--- src/core/cncfg_pkg.sv ---
// Constants and types of the node configuration and status register bank
package cncfg_pkg;

    ////////////////////////////////////////////////////////////////////////
    // Register addresses
    localparam logic [23:0] ADDR_NODE_PARAM_COUNT = 24'h10_0050;
    localparam logic [23:0] ADDR_STATION_IDENTIFIER = 24'h10_0054;
    localparam logic [23:0] ADDR_STATION_FILTER = 24'h10_0058;
    localparam logic [23:0] ADDR_SDO_SERVER_COUNT = 24'h10_0130;
    localparam logic [23:0] ADDR_SDO_REQUEST_ID = 24'h10_0134;
    localparam logic [23:0] ADDR_SDO_RESPONSE_ID = 24'h10_0138;
    localparam logic [23:0] ADDR_PART_CODE = 24'h10_0224;
    localparam logic [23:0] ADDR_REVISION = 24'h10_0228;
    localparam logic [23:0] ADDR_SERIAL = 24'h10_022c;
    localparam logic [23:0] ADDR_REDUNDANCY_COUNT = 24'h10_023c;
    localparam logic [23:0] ADDR_DEFAULT_LINK = 24'h10_0240;
    localparam logic [23:0] ADDR_SWITCH_PERIOD = 24'h10_0244;
    localparam logic [23:0] ADDR_SWITCH_LIMIT = 24'h10_0248;
    localparam logic [23:0] ADDR_SWITCH_COUNTER = 24'h10_024c;
    localparam logic [23:0] ADDR_CORE_CFG_COUNT = 24'h10_035c;
    localparam logic [23:0] ADDR_BIT_TIMING = 24'h10_0360;
    localparam logic [23:0] ADDR_STATUS = 24'h10_0364;
    localparam logic [23:0] ADDR_LAST_ABORT = 24'h10_0368;

    ////////////////////////////////////////////////////////////////////////
    // Fixed values
    localparam logic [7:0] NODE_PARAM_COUNT_VAL = 8'h02;
    localparam logic [7:0] SDO_SERVER_COUNT_VAL = 8'h02;
    localparam logic [7:0] REDUNDANCY_COUNT_VAL = 8'h04;
    localparam logic [7:0] CORE_CFG_COUNT_VAL = 8'h10;
    localparam logic [31:0] SDO_REQUEST_BASE = 32'h0000_0600;
    localparam logic [31:0] SDO_RESPONSE_BASE = 32'h0000_0580;
    localparam logic [31:0] PART_CODE_VAL = 32'h0000_1234; // Arbitrary value
    localparam logic [31:0] REVISION_VAL = 32'h0000_0a5a; // Arbitrary value
    localparam logic [31:0] SERIAL_VAL = 32'h0000_0c3c; // Arbitrary value

    ////////////////////////////////////////////////////////////////////////
    // Build-time reset values, bit positions and station filter mask
    localparam logic DEFAULT_LINK_RST = 1'b0;
    localparam logic [7:0] SWITCH_PERIOD_RST = 8'h10;
    localparam logic [7:0] SWITCH_LIMIT_RST = 8'h03;
    localparam logic [1:0] BIT_PRESCALER_RST = 2'h0;
    localparam logic [3:0] PHASE_SEG_ONE_RST = 4'h5;
    localparam logic [3:0] PHASE_SEG_TWO_RST = 4'h4;
    localparam logic [2:0] RESYNC_JUMP_RST = 3'h1;
    localparam logic AUTO_OPERATIONAL_RST = 1'b0;
    localparam int DEFAULT_LINK_BIT = 1;
    localparam int ACTIVE_LINK_BIT = 6;
    localparam int QUEUE_FULL_BIT = 7;
    localparam int CAN_RESET_BIT = 13;
    localparam int ERR_PASSIVE_BIT = 9;
    localparam int BUS_OFF_BIT = 10;
    localparam int AUTO_OPERATIONAL_FLAG_BIT = 11;
    localparam logic [7:0] STATION_FILTER_MASK = 8'h7f;

    ////////////////////////////////////////////////////////////////////////
    // Abort codes
    localparam logic [31:0] ABORT_TOGGLE = 32'h0503_0000;
    localparam logic [31:0] ABORT_COMMAND = 32'h0504_0001;
    localparam logic [31:0] ABORT_BLOCK_SIZE = 32'h0504_0002;
    localparam logic [31:0] ABORT_SEQUENCE = 32'h0504_0003;
    localparam logic [31:0] ABORT_READ_ONLY = 32'h0601_0002;
    localparam logic [31:0] ABORT_LENGTH = 32'h0607_0010;
    localparam logic [31:0] ABORT_SUBINDEX = 32'h0609_0011;
    localparam logic [31:0] ABORT_GENERAL = 32'h0800_0000;

    ////////////////////////////////////////////////////////////////////////
    // Types
    typedef enum logic [2:0] {
        CNCFG_AB_TOGGLE = 3'd0,
        CNCFG_AB_COMMAND = 3'd1,
        CNCFG_AB_BLOCK = 3'd2,
        CNCFG_AB_SEQUENCE = 3'd3,
        CNCFG_AB_READ_ONLY = 3'd4,
        CNCFG_AB_LENGTH = 3'd5,
        CNCFG_AB_SUBINDEX = 3'd6,
        CNCFG_AB_GENERAL = 3'd7
    } cncfg_abort_e;

    typedef enum logic [5:0] {
        CNCFG_ST_NONE = 6'b00_0000,
        CNCFG_ST_INIT = 6'b00_0001,
        CNCFG_ST_RST_APP = 6'b00_0010,
        CNCFG_ST_RST_COMM = 6'b00_0100,
        CNCFG_ST_PREOP = 6'b00_1000,
        CNCFG_ST_OPER = 6'b01_0000,
        CNCFG_ST_STOP = 6'b10_0000
    } cncfg_nmt_e;

    typedef struct packed {
        logic req;
        logic wr;
        logic [23:0] addr;
        logic [31:0] wdata;
    } cncfg_acc_s;

    typedef struct packed {
        logic [2:0] resync_jump_width;
        logic [3:0] phase_seg_two;
        logic [3:0] phase_seg_one;
        logic [1:0] bit_prescaler;
    } cncfg_timing_s;

    typedef struct packed {
        logic [7:0] tx_err_cnt;
        logic [7:0] rx_err_cnt;
        logic err_passive;
        logic bus_off;
    } cncfg_can_s;

    typedef struct packed {
        logic [7:0] station;
        logic [7:0] filter;
        logic [7:0] switch_period;
        logic [7:0] switch_limit;
        logic [7:0] switch_counter;
        cncfg_timing_s timing;
        logic can_reset;
        logic active_link;
        logic queue_full;
        logic auto_operational_flag;
        cncfg_nmt_e nmt;
        logic [31:0] last_abort;
        logic [31:0] host_rdata;
        logic [31:0] sdo_rdata;
        logic host_ack;
        logic sdo_ack;
        logic sdo_abort;
        logic [31:0] sdo_abort_code;
        logic id_taken;
    } cncfg_state_s;

endpackage

--- src/core/cncfg_regs.sv ---
// Configuration and status register bank of the node controller
`timescale 1ns/100ps
`default_nettype none
module cncfg_regs (
    // Clock and reset
    input wire logic core_clk_i,
    input wire logic rst_b_i,
    // Identifier pins and strap
    input wire logic [7:0] station_pins_i,
    input wire logic default_link_i,
    // Host access port
    input wire cncfg_pkg::cncfg_acc_s host_acc_i,
    output logic [31:0] host_rdata_o,
    output logic host_ack_o,
    // SDO server access port
    input wire cncfg_pkg::cncfg_acc_s sdo_acc_i,
    output logic [31:0] sdo_rdata_o,
    output logic sdo_ack_o,
    output logic sdo_abort_o,
    output logic [31:0] sdo_abort_code_o,
    // Protocol engine events
    input wire logic sdo_fault_i,
    input wire cncfg_pkg::cncfg_abort_e sdo_fault_kind_i,
    input wire logic abort_rx_i,
    input wire logic [31:0] abort_rx_code_i,
    input wire logic nmt_set_i,
    input wire cncfg_pkg::cncfg_nmt_e nmt_state_i,
    input wire logic init_done_i,
    input wire logic queue_overflow_i,
    input wire logic link_switch_i,
    // CAN core side
    input wire cncfg_pkg::cncfg_can_s can_i,
    output cncfg_pkg::cncfg_timing_s timing_o,
    output logic can_reset_o,
    output logic active_link_o,
    output logic can_err_o,
    output cncfg_pkg::cncfg_nmt_e nmt_state_o,
    output logic [7:0] switch_period_o,
    output logic [7:0] switch_limit_o
);

    cncfg_pkg::cncfg_state_s st_r;
    cncfg_pkg::cncfg_state_s st_nxt;
    logic [31:0] host_view;
    logic [31:0] sdo_view;
    logic host_hit;
    logic sdo_hit;
    logic sdo_rc_hit;
    logic host_rc_hit;
    logic host_go;
    logic sdo_go;
    logic host_wr;
    logic sdo_wr;
    logic sdo_rw_addr;
    logic sdo_ro_wr;
    logic [31:0] fault_code;

    ////////////////////////////////////////////////////////////////////////
    // State after reset
    localparam cncfg_pkg::cncfg_state_s ST_RST = '{
        station: 8'h00,
        filter: 8'h00,
        switch_period: cncfg_pkg::SWITCH_PERIOD_RST,
        switch_limit: cncfg_pkg::SWITCH_LIMIT_RST,
        switch_counter: 8'h00,
        timing: {cncfg_pkg::RESYNC_JUMP_RST, cncfg_pkg::PHASE_SEG_TWO_RST,
            cncfg_pkg::PHASE_SEG_ONE_RST, cncfg_pkg::BIT_PRESCALER_RST},
        can_reset: 1'b1,
        active_link: 1'b0,
        queue_full: 1'b0,
        auto_operational_flag: cncfg_pkg::AUTO_OPERATIONAL_RST,
        nmt: cncfg_pkg::CNCFG_ST_NONE,
        last_abort: 32'h0000_0000,
        host_rdata: 32'h0000_0000,
        sdo_rdata: 32'h0000_0000,
        host_ack: 1'b0,
        sdo_ack: 1'b0,
        sdo_abort: 1'b0,
        sdo_abort_code: 32'h0000_0000,
        id_taken: 1'b0
    };

    ////////////////////////////////////////////////////////////////////////
    // Read mux shared by both ports
    function automatic logic [32:0] read_reg(
        input cncfg_pkg::cncfg_state_s s,
        input logic dlink,
        input cncfg_pkg::cncfg_can_s c,
        input logic [23:0] a
    );
        logic [31:0] d;
        logic hit;
        d = 32'h0000_0000;
        hit = 1'b1;
        unique case (a)
            cncfg_pkg::ADDR_NODE_PARAM_COUNT:
                d[7:0] = cncfg_pkg::NODE_PARAM_COUNT_VAL;
            cncfg_pkg::ADDR_SDO_SERVER_COUNT:
                d[7:0] = cncfg_pkg::SDO_SERVER_COUNT_VAL;
            cncfg_pkg::ADDR_REDUNDANCY_COUNT:
                d[7:0] = cncfg_pkg::REDUNDANCY_COUNT_VAL;
            cncfg_pkg::ADDR_CORE_CFG_COUNT:
                d[7:0] = cncfg_pkg::CORE_CFG_COUNT_VAL;
            cncfg_pkg::ADDR_STATION_IDENTIFIER: d[7:0] = s.station;
            cncfg_pkg::ADDR_STATION_FILTER: d[7:0] = s.filter;
            cncfg_pkg::ADDR_SDO_REQUEST_ID:
                d = cncfg_pkg::SDO_REQUEST_BASE + {24'h00_0000, s.station};
            cncfg_pkg::ADDR_SDO_RESPONSE_ID:
                d = cncfg_pkg::SDO_RESPONSE_BASE + {24'h00_0000, s.station};
            cncfg_pkg::ADDR_PART_CODE: d = cncfg_pkg::PART_CODE_VAL;
            cncfg_pkg::ADDR_REVISION: d = cncfg_pkg::REVISION_VAL;
            cncfg_pkg::ADDR_SERIAL: d = cncfg_pkg::SERIAL_VAL;
            cncfg_pkg::ADDR_DEFAULT_LINK:
                d[cncfg_pkg::DEFAULT_LINK_BIT] = dlink;
            cncfg_pkg::ADDR_SWITCH_PERIOD: d[7:0] = s.switch_period;
            cncfg_pkg::ADDR_SWITCH_LIMIT: d[7:0] = s.switch_limit;
            cncfg_pkg::ADDR_SWITCH_COUNTER: d[7:0] = s.switch_counter;
            cncfg_pkg::ADDR_BIT_TIMING: begin
                d[12:0] = s.timing;
                d[cncfg_pkg::CAN_RESET_BIT] = s.can_reset;
            end
            cncfg_pkg::ADDR_STATUS: begin
                d[5:0] = s.nmt;
                d[cncfg_pkg::ACTIVE_LINK_BIT] = s.active_link;
                d[cncfg_pkg::QUEUE_FULL_BIT] = s.queue_full;
                d[cncfg_pkg::ERR_PASSIVE_BIT] = c.err_passive;
                d[cncfg_pkg::BUS_OFF_BIT] = c.bus_off;
                d[cncfg_pkg::AUTO_OPERATIONAL_FLAG_BIT] = s.auto_operational_flag;
                d[23:16] = c.rx_err_cnt;
                d[31:24] = c.tx_err_cnt;
            end
            cncfg_pkg::ADDR_LAST_ABORT: d = s.last_abort;
            default: hit = 1'b0;
        endcase
        return {hit, d};
    endfunction

    ////////////////////////////////////////////////////////////////////////
    // Abort code for each fault kind of the SDO server
    function automatic logic [31:0] abort_value(
        input cncfg_pkg::cncfg_abort_e k
    );
        logic [31:0] v;
        v = cncfg_pkg::ABORT_GENERAL;
        unique case (k)
            cncfg_pkg::CNCFG_AB_TOGGLE: v = cncfg_pkg::ABORT_TOGGLE;
            cncfg_pkg::CNCFG_AB_GENERAL: v = cncfg_pkg::ABORT_GENERAL;
            cncfg_pkg::CNCFG_AB_COMMAND: v = cncfg_pkg::ABORT_COMMAND;
            cncfg_pkg::CNCFG_AB_BLOCK: v = cncfg_pkg::ABORT_BLOCK_SIZE;
            cncfg_pkg::CNCFG_AB_SEQUENCE: v = cncfg_pkg::ABORT_SEQUENCE;
            cncfg_pkg::CNCFG_AB_READ_ONLY: v = cncfg_pkg::ABORT_READ_ONLY;
            cncfg_pkg::CNCFG_AB_LENGTH: v = cncfg_pkg::ABORT_LENGTH;
            cncfg_pkg::CNCFG_AB_SUBINDEX: v = cncfg_pkg::ABORT_SUBINDEX;
        endcase
        return v;
    endfunction

    ////////////////////////////////////////////////////////////////////////
    // Access decode; go is masked while ack is high, so a held request acts every other cycle
    assign host_go = host_acc_i.req & ~st_r.host_ack;
    assign sdo_go = sdo_acc_i.req & ~st_r.sdo_ack;
    assign host_wr = host_go & host_acc_i.wr;
    assign sdo_wr = sdo_go & sdo_acc_i.wr;

    // Read views of both ports
    assign {host_hit, host_view} = read_reg(st_r, default_link_i, can_i,
        host_acc_i.addr);
    assign {sdo_hit, sdo_view} = read_reg(st_r, default_link_i, can_i,
        sdo_acc_i.addr);

    assign host_rc_hit = host_go
        & (host_acc_i.addr == cncfg_pkg::ADDR_SWITCH_COUNTER);
    assign sdo_rc_hit = sdo_go
        & (sdo_acc_i.addr == cncfg_pkg::ADDR_SWITCH_COUNTER);

    // Only the redundancy fields are writable over SDO
    assign sdo_rw_addr = (sdo_acc_i.addr == cncfg_pkg::ADDR_SWITCH_PERIOD)
        | (sdo_acc_i.addr == cncfg_pkg::ADDR_SWITCH_LIMIT)
        | (sdo_acc_i.addr == cncfg_pkg::ADDR_SWITCH_COUNTER);
    assign sdo_ro_wr = sdo_wr & sdo_hit & ~sdo_rw_addr;
    assign fault_code = abort_value(sdo_fault_kind_i);

    ////////////////////////////////////////////////////////////////////////
    // Next state of the whole bank
    always_comb begin
        st_nxt = st_r;
        st_nxt.host_ack = host_go;
        st_nxt.sdo_ack = sdo_go;
        st_nxt.sdo_abort = 1'b0;
        // Read data held until the next access
        if (host_go) begin
            st_nxt.host_rdata = host_view;
        end
        if (sdo_go) begin
            st_nxt.sdo_rdata = sdo_view;
        end
        if (!st_r.id_taken) begin
            st_nxt.station = station_pins_i;
            st_nxt.filter = station_pins_i & cncfg_pkg::STATION_FILTER_MASK;
            st_nxt.id_taken = 1'b1;
        end
        if (host_wr) begin
            if (host_acc_i.addr == cncfg_pkg::ADDR_SWITCH_PERIOD) begin
                st_nxt.switch_period = host_acc_i.wdata[7:0];
            end
            if (host_acc_i.addr == cncfg_pkg::ADDR_SWITCH_LIMIT) begin
                st_nxt.switch_limit = host_acc_i.wdata[7:0];
            end
            if (host_acc_i.addr == cncfg_pkg::ADDR_BIT_TIMING) begin
                st_nxt.timing = host_acc_i.wdata[12:0];
                st_nxt.can_reset = host_acc_i.wdata[cncfg_pkg::CAN_RESET_BIT];
            end
            if (host_acc_i.addr == cncfg_pkg::ADDR_STATUS) begin
                st_nxt.active_link =
                    host_acc_i.wdata[cncfg_pkg::ACTIVE_LINK_BIT];
                if (host_acc_i.wdata[cncfg_pkg::QUEUE_FULL_BIT]) begin
                    st_nxt.queue_full = 1'b0;
                end
            end
        end
        if (sdo_wr) begin
            if (sdo_acc_i.addr == cncfg_pkg::ADDR_SWITCH_PERIOD) begin
                st_nxt.switch_period = sdo_acc_i.wdata[7:0];
            end
            if (sdo_acc_i.addr == cncfg_pkg::ADDR_SWITCH_LIMIT) begin
                st_nxt.switch_limit = sdo_acc_i.wdata[7:0];
            end
        end
        // write or read only zeroes counter
        if (host_rc_hit | sdo_rc_hit) begin
            st_nxt.switch_counter = 8'h00;
        end
        // Bus switch counts and flips link, event wins
        if (link_switch_i) begin
            st_nxt.active_link = ~st_nxt.active_link;
            if (st_nxt.switch_counter != 8'hff) begin
                st_nxt.switch_counter = st_nxt.switch_counter + 8'h01;
            end
        end
        if (queue_overflow_i) begin
            st_nxt.queue_full = 1'b1;
        end
        if (nmt_set_i) begin
            st_nxt.nmt = nmt_state_i;
        end else if (init_done_i && st_r.auto_operational_flag) begin
            st_nxt.nmt = cncfg_pkg::CNCFG_ST_OPER;
        end
        if (sdo_fault_i) begin
            st_nxt.sdo_abort = 1'b1;
            st_nxt.sdo_abort_code = fault_code;
        end else if (sdo_go && !sdo_hit) begin
            st_nxt.sdo_abort = 1'b1;
            st_nxt.sdo_abort_code = cncfg_pkg::ABORT_SUBINDEX;
        end else if (sdo_ro_wr) begin
            st_nxt.sdo_abort = 1'b1;
            st_nxt.sdo_abort_code = cncfg_pkg::ABORT_READ_ONLY;
        end
        if (st_nxt.sdo_abort) begin
            st_nxt.last_abort = st_nxt.sdo_abort_code;
        end
        if (abort_rx_i) begin
            st_nxt.last_abort = abort_rx_code_i;
        end
    end

    // State register, asynchronous reset to constants
    always_ff @(posedge core_clk_i or negedge rst_b_i) begin
        if (!rst_b_i) begin
            st_r <= ST_RST;
        end else begin
            st_r <= st_nxt;
        end
    end

    // Outputs straight from the state register
    assign host_rdata_o = st_r.host_rdata;
    assign host_ack_o = st_r.host_ack;
    assign sdo_rdata_o = st_r.sdo_rdata;
    assign sdo_ack_o = st_r.sdo_ack;
    assign sdo_abort_o = st_r.sdo_abort;
    assign sdo_abort_code_o = st_r.sdo_abort_code;
    assign timing_o = st_r.timing;
    assign can_reset_o = st_r.can_reset;
    assign active_link_o = st_r.active_link;
    assign can_err_o = st_r.queue_full;
    assign nmt_state_o = st_r.nmt;
    assign switch_period_o = st_r.switch_period;
    assign switch_limit_o = st_r.switch_limit;

    ////////////////////////////////////////////////////////////////////////
    // Assertions
    property p_req_id_read;
        @(posedge core_clk_i) disable iff (!rst_b_i)
        sdo_go && !sdo_acc_i.wr
            && (sdo_acc_i.addr == cncfg_pkg::ADDR_SDO_REQUEST_ID)
        |=> sdo_rdata_o == (cncfg_pkg::SDO_REQUEST_BASE
            + {24'h00_0000, $past(st_r.station)});
    endproperty
    a_req_id_read: assert property (p_req_id_read)
        else $error("request identifier read wrong");
    property p_read_clears;
        @(posedge core_clk_i) disable iff (!rst_b_i)
        host_rc_hit && !host_acc_i.wr && !link_switch_i
        |=> st_r.switch_counter == 8'h00;
    endproperty
    a_read_clears: assert property (p_read_clears)
        else $error("counter not cleared by read");
    property p_write_clears;
        @(posedge core_clk_i) disable iff (!rst_b_i)
        sdo_rc_hit && sdo_acc_i.wr && !link_switch_i
        |=> st_r.switch_counter == 8'h00;
    endproperty
    a_write_clears: assert property (p_write_clears)
        else $error("counter not cleared by write");
    property p_sdo_timing_ro;
        @(posedge core_clk_i) disable iff (!rst_b_i)
        sdo_wr && !host_wr
            && (sdo_acc_i.addr == cncfg_pkg::ADDR_BIT_TIMING)
        |=> $stable(timing_o) && $stable(can_reset_o);
    endproperty
    a_sdo_timing_ro: assert property (p_sdo_timing_ro)
        else $error("timing changed by SDO write");
    property p_queue_set;
        @(posedge core_clk_i) disable iff (!rst_b_i)
        queue_overflow_i |=> can_err_o;
    endproperty
    a_queue_set: assert property (p_queue_set)
        else $error("queue overflow not flagged");
    property p_abort_rx;
        @(posedge core_clk_i) disable iff (!rst_b_i)
        abort_rx_i |=> st_r.last_abort == $past(abort_rx_code_i);
    endproperty
    a_abort_rx: assert property (p_abort_rx)
        else $error("received abort code not kept");

endmodule
`default_nettype wire

--- config.mk ---
export PLATFORM = sky130hd
export DESIGN_NAME = cncfg_regs
export DESIGN_NICKNAME = d
export VERILOG_FILES = /design/src/core/cncfg_pkg.sv /design/src/core/cncfg_regs.sv
export SDC_FILE = /design/constraint.sdc
export NUM_CORES = 1
export LEC_CHECK = 0
export ABC_CLOCK_PERIOD_IN_PS = 3500
export BUFFER_PORTS_ARGS = -buffer_cell sky130_fd_sc_hd__clkbuf_2
export CAP_MARGIN = 25
export CELL_PAD_IN_SITES_DETAIL_PLACEMENT = 0
export CELL_PAD_IN_SITES_GLOBAL_PLACEMENT = 2
export CORE_MARGIN = 1.5
export CORE_UTILIZATION = 31
export DETAILED_ROUTE_END_ITERATION = 8
export GPL_ROUTABILITY_DRIVEN = 0
export PLACE_DENSITY = 0.86
export SETUP_SLACK_MARGIN = 0.02
export SLEW_MARGIN = 0
export SYNTH_ARGS = -nofsm -noshare
export SYNTH_HDL_FRONTEND = slang
export SYNTH_SLANG_ARGS = --single-unit
export TNS_END_PERCENT = 20
--- constraint.sdc ---
create_clock -name core_clk_i -period 3.5 [get_ports core_clk_i]
set_input_delay 0.35 -clock core_clk_i [delete_from_list [all_inputs] [get_ports core_clk_i]]
set_output_delay 0.35 -clock core_clk_i [all_outputs]
set_load 0.01 [all_outputs]
==> summary.md <==
| Metric | Value |
|---|---|
| Run status | `finished clean` |
| Number of top-level pins | `329` |
| Detailed router's first-iteration violation count | `772` |
| Part of the cycle the worst path needs | `0.846` |
| Peak supply drop | `345 µV` |
| Share of flip-flops with an asynchronous set or reset after synthesis | `1.00` |
| Number of antenna violations at the first check in global routing | `5` |
| Synthesized flop and latch total | `186` |
| Slew at the pin closest to its max-slew limit | `733 ps` |
| Die height | `187 µm` |
| Reg clk slew, reported paths | `70 ps` |
| Crit path arrival time | `3290 ps` |
| Start-to-end type of the worst setup path | `primary input to flip-flop` |
| Leakage power total | `5.60 nW` |
| Overall Global Routing Usage | `0.200` |
| Arithmetic-cell share of the synthesized area counting full adders, half adders and majority gates | `0.00689` |
| Seq/Total Area, Yosys | `0.443` |
| Die span in x | `187 µm` |
| Count of antenna-violating nets left after detailed routing | `0` |
| Most instantiated flip-flop cell in the synthesis netlist | `sky130_fd_sc_hd__dfrtp_1` |
| Cts hold-fix bufs | `1` |
| Routed via count divided by cell count | `5.22` |
| Final hold vios | `0` |
| Dominant combinational cell family by area after synthesis | `simple AND/OR/NAND/NOR gates` |
| Max FO, Critical Path | `6` |
| Final min period | `2960 ps` |
| Overall routed net length | `35,400 µm` |
| Simple-gate portion of the synthesized area | `0.188` |
| Synthesized-area fraction occupied by ao, oa, aoi and oai cells | `0.180` |
| Post-synth net total | `1,291` |
| Total half-perimeter wirelength after legalization and detailed placement | `26,800 µm` |
| Number of distinct library cells after synthesis | `92` |
| Largest net degree at the start of global routing | `70` |
| Critical path startpoint category | `primary input` |
| Worst relative slew slack | `0.511` |
| Vias in the first global route | `8,524` |
| Top post-synthesis cells by area | `sky130_fd_sc_hd__dfrtp_1 (42%), sky130_fd_sc_hd__buf_4 (9.7%), sky130_fd_sc_hd__nand2_1 (4.9%)` |
| Floorplan Core Area | `33,400 µm²` |
| Number of setup buffers added after CTS | `0` |
| Number of buffer cells added on primary ports | `285` |
| Synthesis warning total | `0` |
| Clock sinks | `186` |
| Post_cts resized | `0` |
| Inserted Clock Buffers | `17` |
| Final-layout setup total negative slack | `0 ps` |
| Fraction of layout instances using a drive strength above 1 | `0.343` |
| Clock tree from TritonCTS | `built` |
| Post-synth top area cell | `sky130_fd_sc_hd__dfrtp_1` |
| RSZ-0062 raised after global routing | `no` |
| Post-route DRC | `0` |
| Worst min-delay path class | `primary input to flip-flop` |
| Number of synthesized flops with an enable pin | `0` |
| Largest buffer count on any clock path | `2` |
| Number of setup violations in the final report | `0` |
| H-tree depth reported by CTS | `4` |
| Total grt overflow | `0` |
| Worst Skew | `9.92 ps` |
| Placed inst area | `11,500 µm²` |
| Xor/xnor cell area share of the yosys netlist | `0.00333` |
| Synthesized instance count | `1,094` |
| Die footprint | `35,100 µm²` |
| Final design instance area without fill | `12,100 µm²` |
| Global-route wire length before repair | `53,000 µm` |
| Wire length per cell | `20.8 µm` |
| Clock Root Buffer | `sky130_fd_sc_hd__clkbuf_16` |
| Count of final max-slew check failures | `0` |
| Proportion of synthesized area in mux cells | `0.0502` |
| Average size of a mapped cell | `9.62 µm²` |
| Synthesized area | `10,500 µm²` |
| Layout-stage area growth over the synthesis result | `15.4%` |
| Row count | `67` |
| Utilization of the core after routing | `0.363` |
| Vias | `8,872` |
| Power density relative to cell area | `424 nW/µm²` |
| Initial core utilization | `0.315` |
| Crit path capture type | `flip-flop` |
| Portion of synthesized cell area occupied by the leading cell type | `0.423` |
| Post-layout nets | `1,433` |
| Worst-Skew Late Latency | `450 ps` |
| Max-capacitance violation count | `0` |
| Initial DRT Pass Iterations | `6` |
| Critical path data required time | `3830 ps` |
| Max Clock Freq | `0.338 GHz` |
report_power, final:
part / internal, mW / switching [mW] / leakage [nW]
Sequential: 2.27 / 0.163 / 2.40
Combinational: 0.238 / 0.348 / 2.88
Clock: 1.18 / 0.955 / 0.316
Total: 3.69 / 1.47 / 5.60
cell usage after synthesis, types with 4 or more instances:
master	n
sky130_fd_sc_hd__a21o_1	6
sky130_fd_sc_hd__a21oi_1	21
sky130_fd_sc_hd__a221o_1	4
sky130_fd_sc_hd__a221oi_1	30
sky130_fd_sc_hd__a222oi_1	14
sky130_fd_sc_hd__a22o_1	10
sky130_fd_sc_hd__a22oi_1	32
sky130_fd_sc_hd__a31o_2	4
sky130_fd_sc_hd__a31oi_1	9
sky130_fd_sc_hd__and2_1	30
sky130_fd_sc_hd__and3_1	17
sky130_fd_sc_hd__and4_1	6
sky130_fd_sc_hd__buf_2	17
sky130_fd_sc_hd__buf_4	136
sky130_fd_sc_hd__clkbuf_1	34
sky130_fd_sc_hd__dfrtp_1	178
sky130_fd_sc_hd__dfstp_2	8
sky130_fd_sc_hd__ha_1	5
sky130_fd_sc_hd__inv_1	14
sky130_fd_sc_hd__mux2_2	30
sky130_fd_sc_hd__mux2i_1	19
sky130_fd_sc_hd__nand2_1	137
sky130_fd_sc_hd__nand2b_1	8
sky130_fd_sc_hd__nand3_1	25
sky130_fd_sc_hd__nand4_1	6
sky130_fd_sc_hd__nor2_1	81
sky130_fd_sc_hd__nor2b_1	7
sky130_fd_sc_hd__nor3_1	5
sky130_fd_sc_hd__nor4_1	5
sky130_fd_sc_hd__nor4_2	4
sky130_fd_sc_hd__o21ai_0	69
sky130_fd_sc_hd__o21ai_1	23
sky130_fd_sc_hd__o31a_1	5
placed cells by master (no fill, tap or decap), types with 5 or more instances in the layout:
master and instances:
sky130_fd_sc_hd__nand2_1 137, sky130_fd_sc_hd__and3_1 17, sky130_fd_sc_hd__ha_1 5, sky130_fd_sc_hd__nand2b_1 7, sky130_fd_sc_hd__and4_1 6, sky130_fd_sc_hd__inv_1 14, sky130_fd_sc_hd__o21ai_0 69, sky130_fd_sc_hd__buf_4 28
sky130_fd_sc_hd__and2_1 30, sky130_fd_sc_hd__nand3_1 25, sky130_fd_sc_hd__clkbuf_16 17, sky130_fd_sc_hd__a21oi_1 21, sky130_fd_sc_hd__nor4_1 5, sky130_fd_sc_hd__a221oi_1 30, sky130_fd_sc_hd__a222oi_1 14, sky130_fd_sc_hd__dfstp_2 8
sky130_fd_sc_hd__a22oi_1 32, sky130_fd_sc_hd__dfrtp_1 178, sky130_fd_sc_hd__o21ai_1 23, sky130_fd_sc_hd__nor2b_1 7, sky130_fd_sc_hd__o31a_1 5, sky130_fd_sc_hd__mux2i_1 19, sky130_fd_sc_hd__clkbuf_2 284, sky130_fd_sc_hd__mux2_2 30
sky130_fd_sc_hd__a21o_1 6, sky130_fd_sc_hd__a31oi_1 9, sky130_fd_sc_hd__a22o_1 10, sky130_fd_sc_hd__nor2_1 81, sky130_fd_sc_hd__nand4_1 6
cell type report:
type	count	area, µm²
diodes	3	7.51
clock buffers	18	439
clock inverters	14	204
fillers	3460	21300
inverters	17	66.3
multi-input cells	699	4530
flip-flops and latches	186	4660
well taps	448	561
repair buffers	315	1680
worst paths after layout:
check | startpoint | end | slack (ps) | cells past startpoint
max in group asynchronous | rst_b_i | switch_limit_o[0]$_DFF_PN1_ | 2150 | 3
worst min-delay path | queue_overflow_i | can_err_o$_DFFE_PN0P_ | 100 | 2
min in group asynchronous | rst_b_i | nmt_state_o[3]$_DFFE_PN0P_ | 480 | 2
worst max-delay path | host_acc_i[33] | st_r[158]$_DFF_PN0_ | 540 | 15
worst min register to register | sdo_rdata_o[15]$_DFFE_PN0P_ | sdo_rdata_o[15]$_DFFE_PN0P_ | 470 | 2
worst max register to register | host_ack_o$_DFF_PN0_ | st_r[158]$_DFF_PN0_ | 760 | 12
logic make-up after synthesis:
family	Yosys count
buffers and inverters	209
AND/OR/NAND/NOR	370
flip-flops	186
XOR/XNOR	4
other	1
multiplexers	49
adder cells (fa/ha/maj)	6
AO/OA/AOI/OAI	269
metrics by stage:
step           hold slack, ps  instances  power [mW]  worst slack (ps)
6_report                 96.4       1700        5.15               538
3_3_place_gp              401       1664        3.05               214
3_5_place_dp              415       1664        3.06               150
2_1_floorplan            54.4       1094        2.77               425
5_1_grt                  89.3       1700        5.37               343
4_1_cts                  83.3       1697        5.20               597
state kept, by name, summed over array words and instances, names as in the netlist, 6 cells and up:
register          cells
nmt_state_o           6
timing_o             13
host_rdata_o         32
switch_period_o       8
sdo_abort_code_o     32
sdo_rdata_o          32
st_r                 49
switch_limit_o        8
worst max-delay path: stages:
cell	delay, ps
sky130_fd_sc_hd__clkbuf_2	80
sky130_fd_sc_hd__nor4_1	390
sky130_fd_sc_hd__nand4_1	200
sky130_fd_sc_hd__or3_4	470
sky130_fd_sc_hd__nor2_4	150
sky130_fd_sc_hd__a22oi_2	130
sky130_fd_sc_hd__and2_1	210
sky130_fd_sc_hd__ha_1	230
sky130_fd_sc_hd__and3_1	200
sky130_fd_sc_hd__and3_1	210
sky130_fd_sc_hd__nand3_1	230
sky130_fd_sc_hd__nand2_1	120
sky130_fd_sc_hd__nor2_1	130
sky130_fd_sc_hd__xnor2_1	120
sky130_fd_sc_hd__nor2_1	50
per-layer routing:
layer  global-route usage  vias up  wire (µm)
met2                0.299      438      15600
met5                    0        -         28
li1                     -     4085          -
met3               0.0529       54       3210
met1                0.278     4291      15700
met4               0.0682        4        913
(Power assumes the default switching activity.)
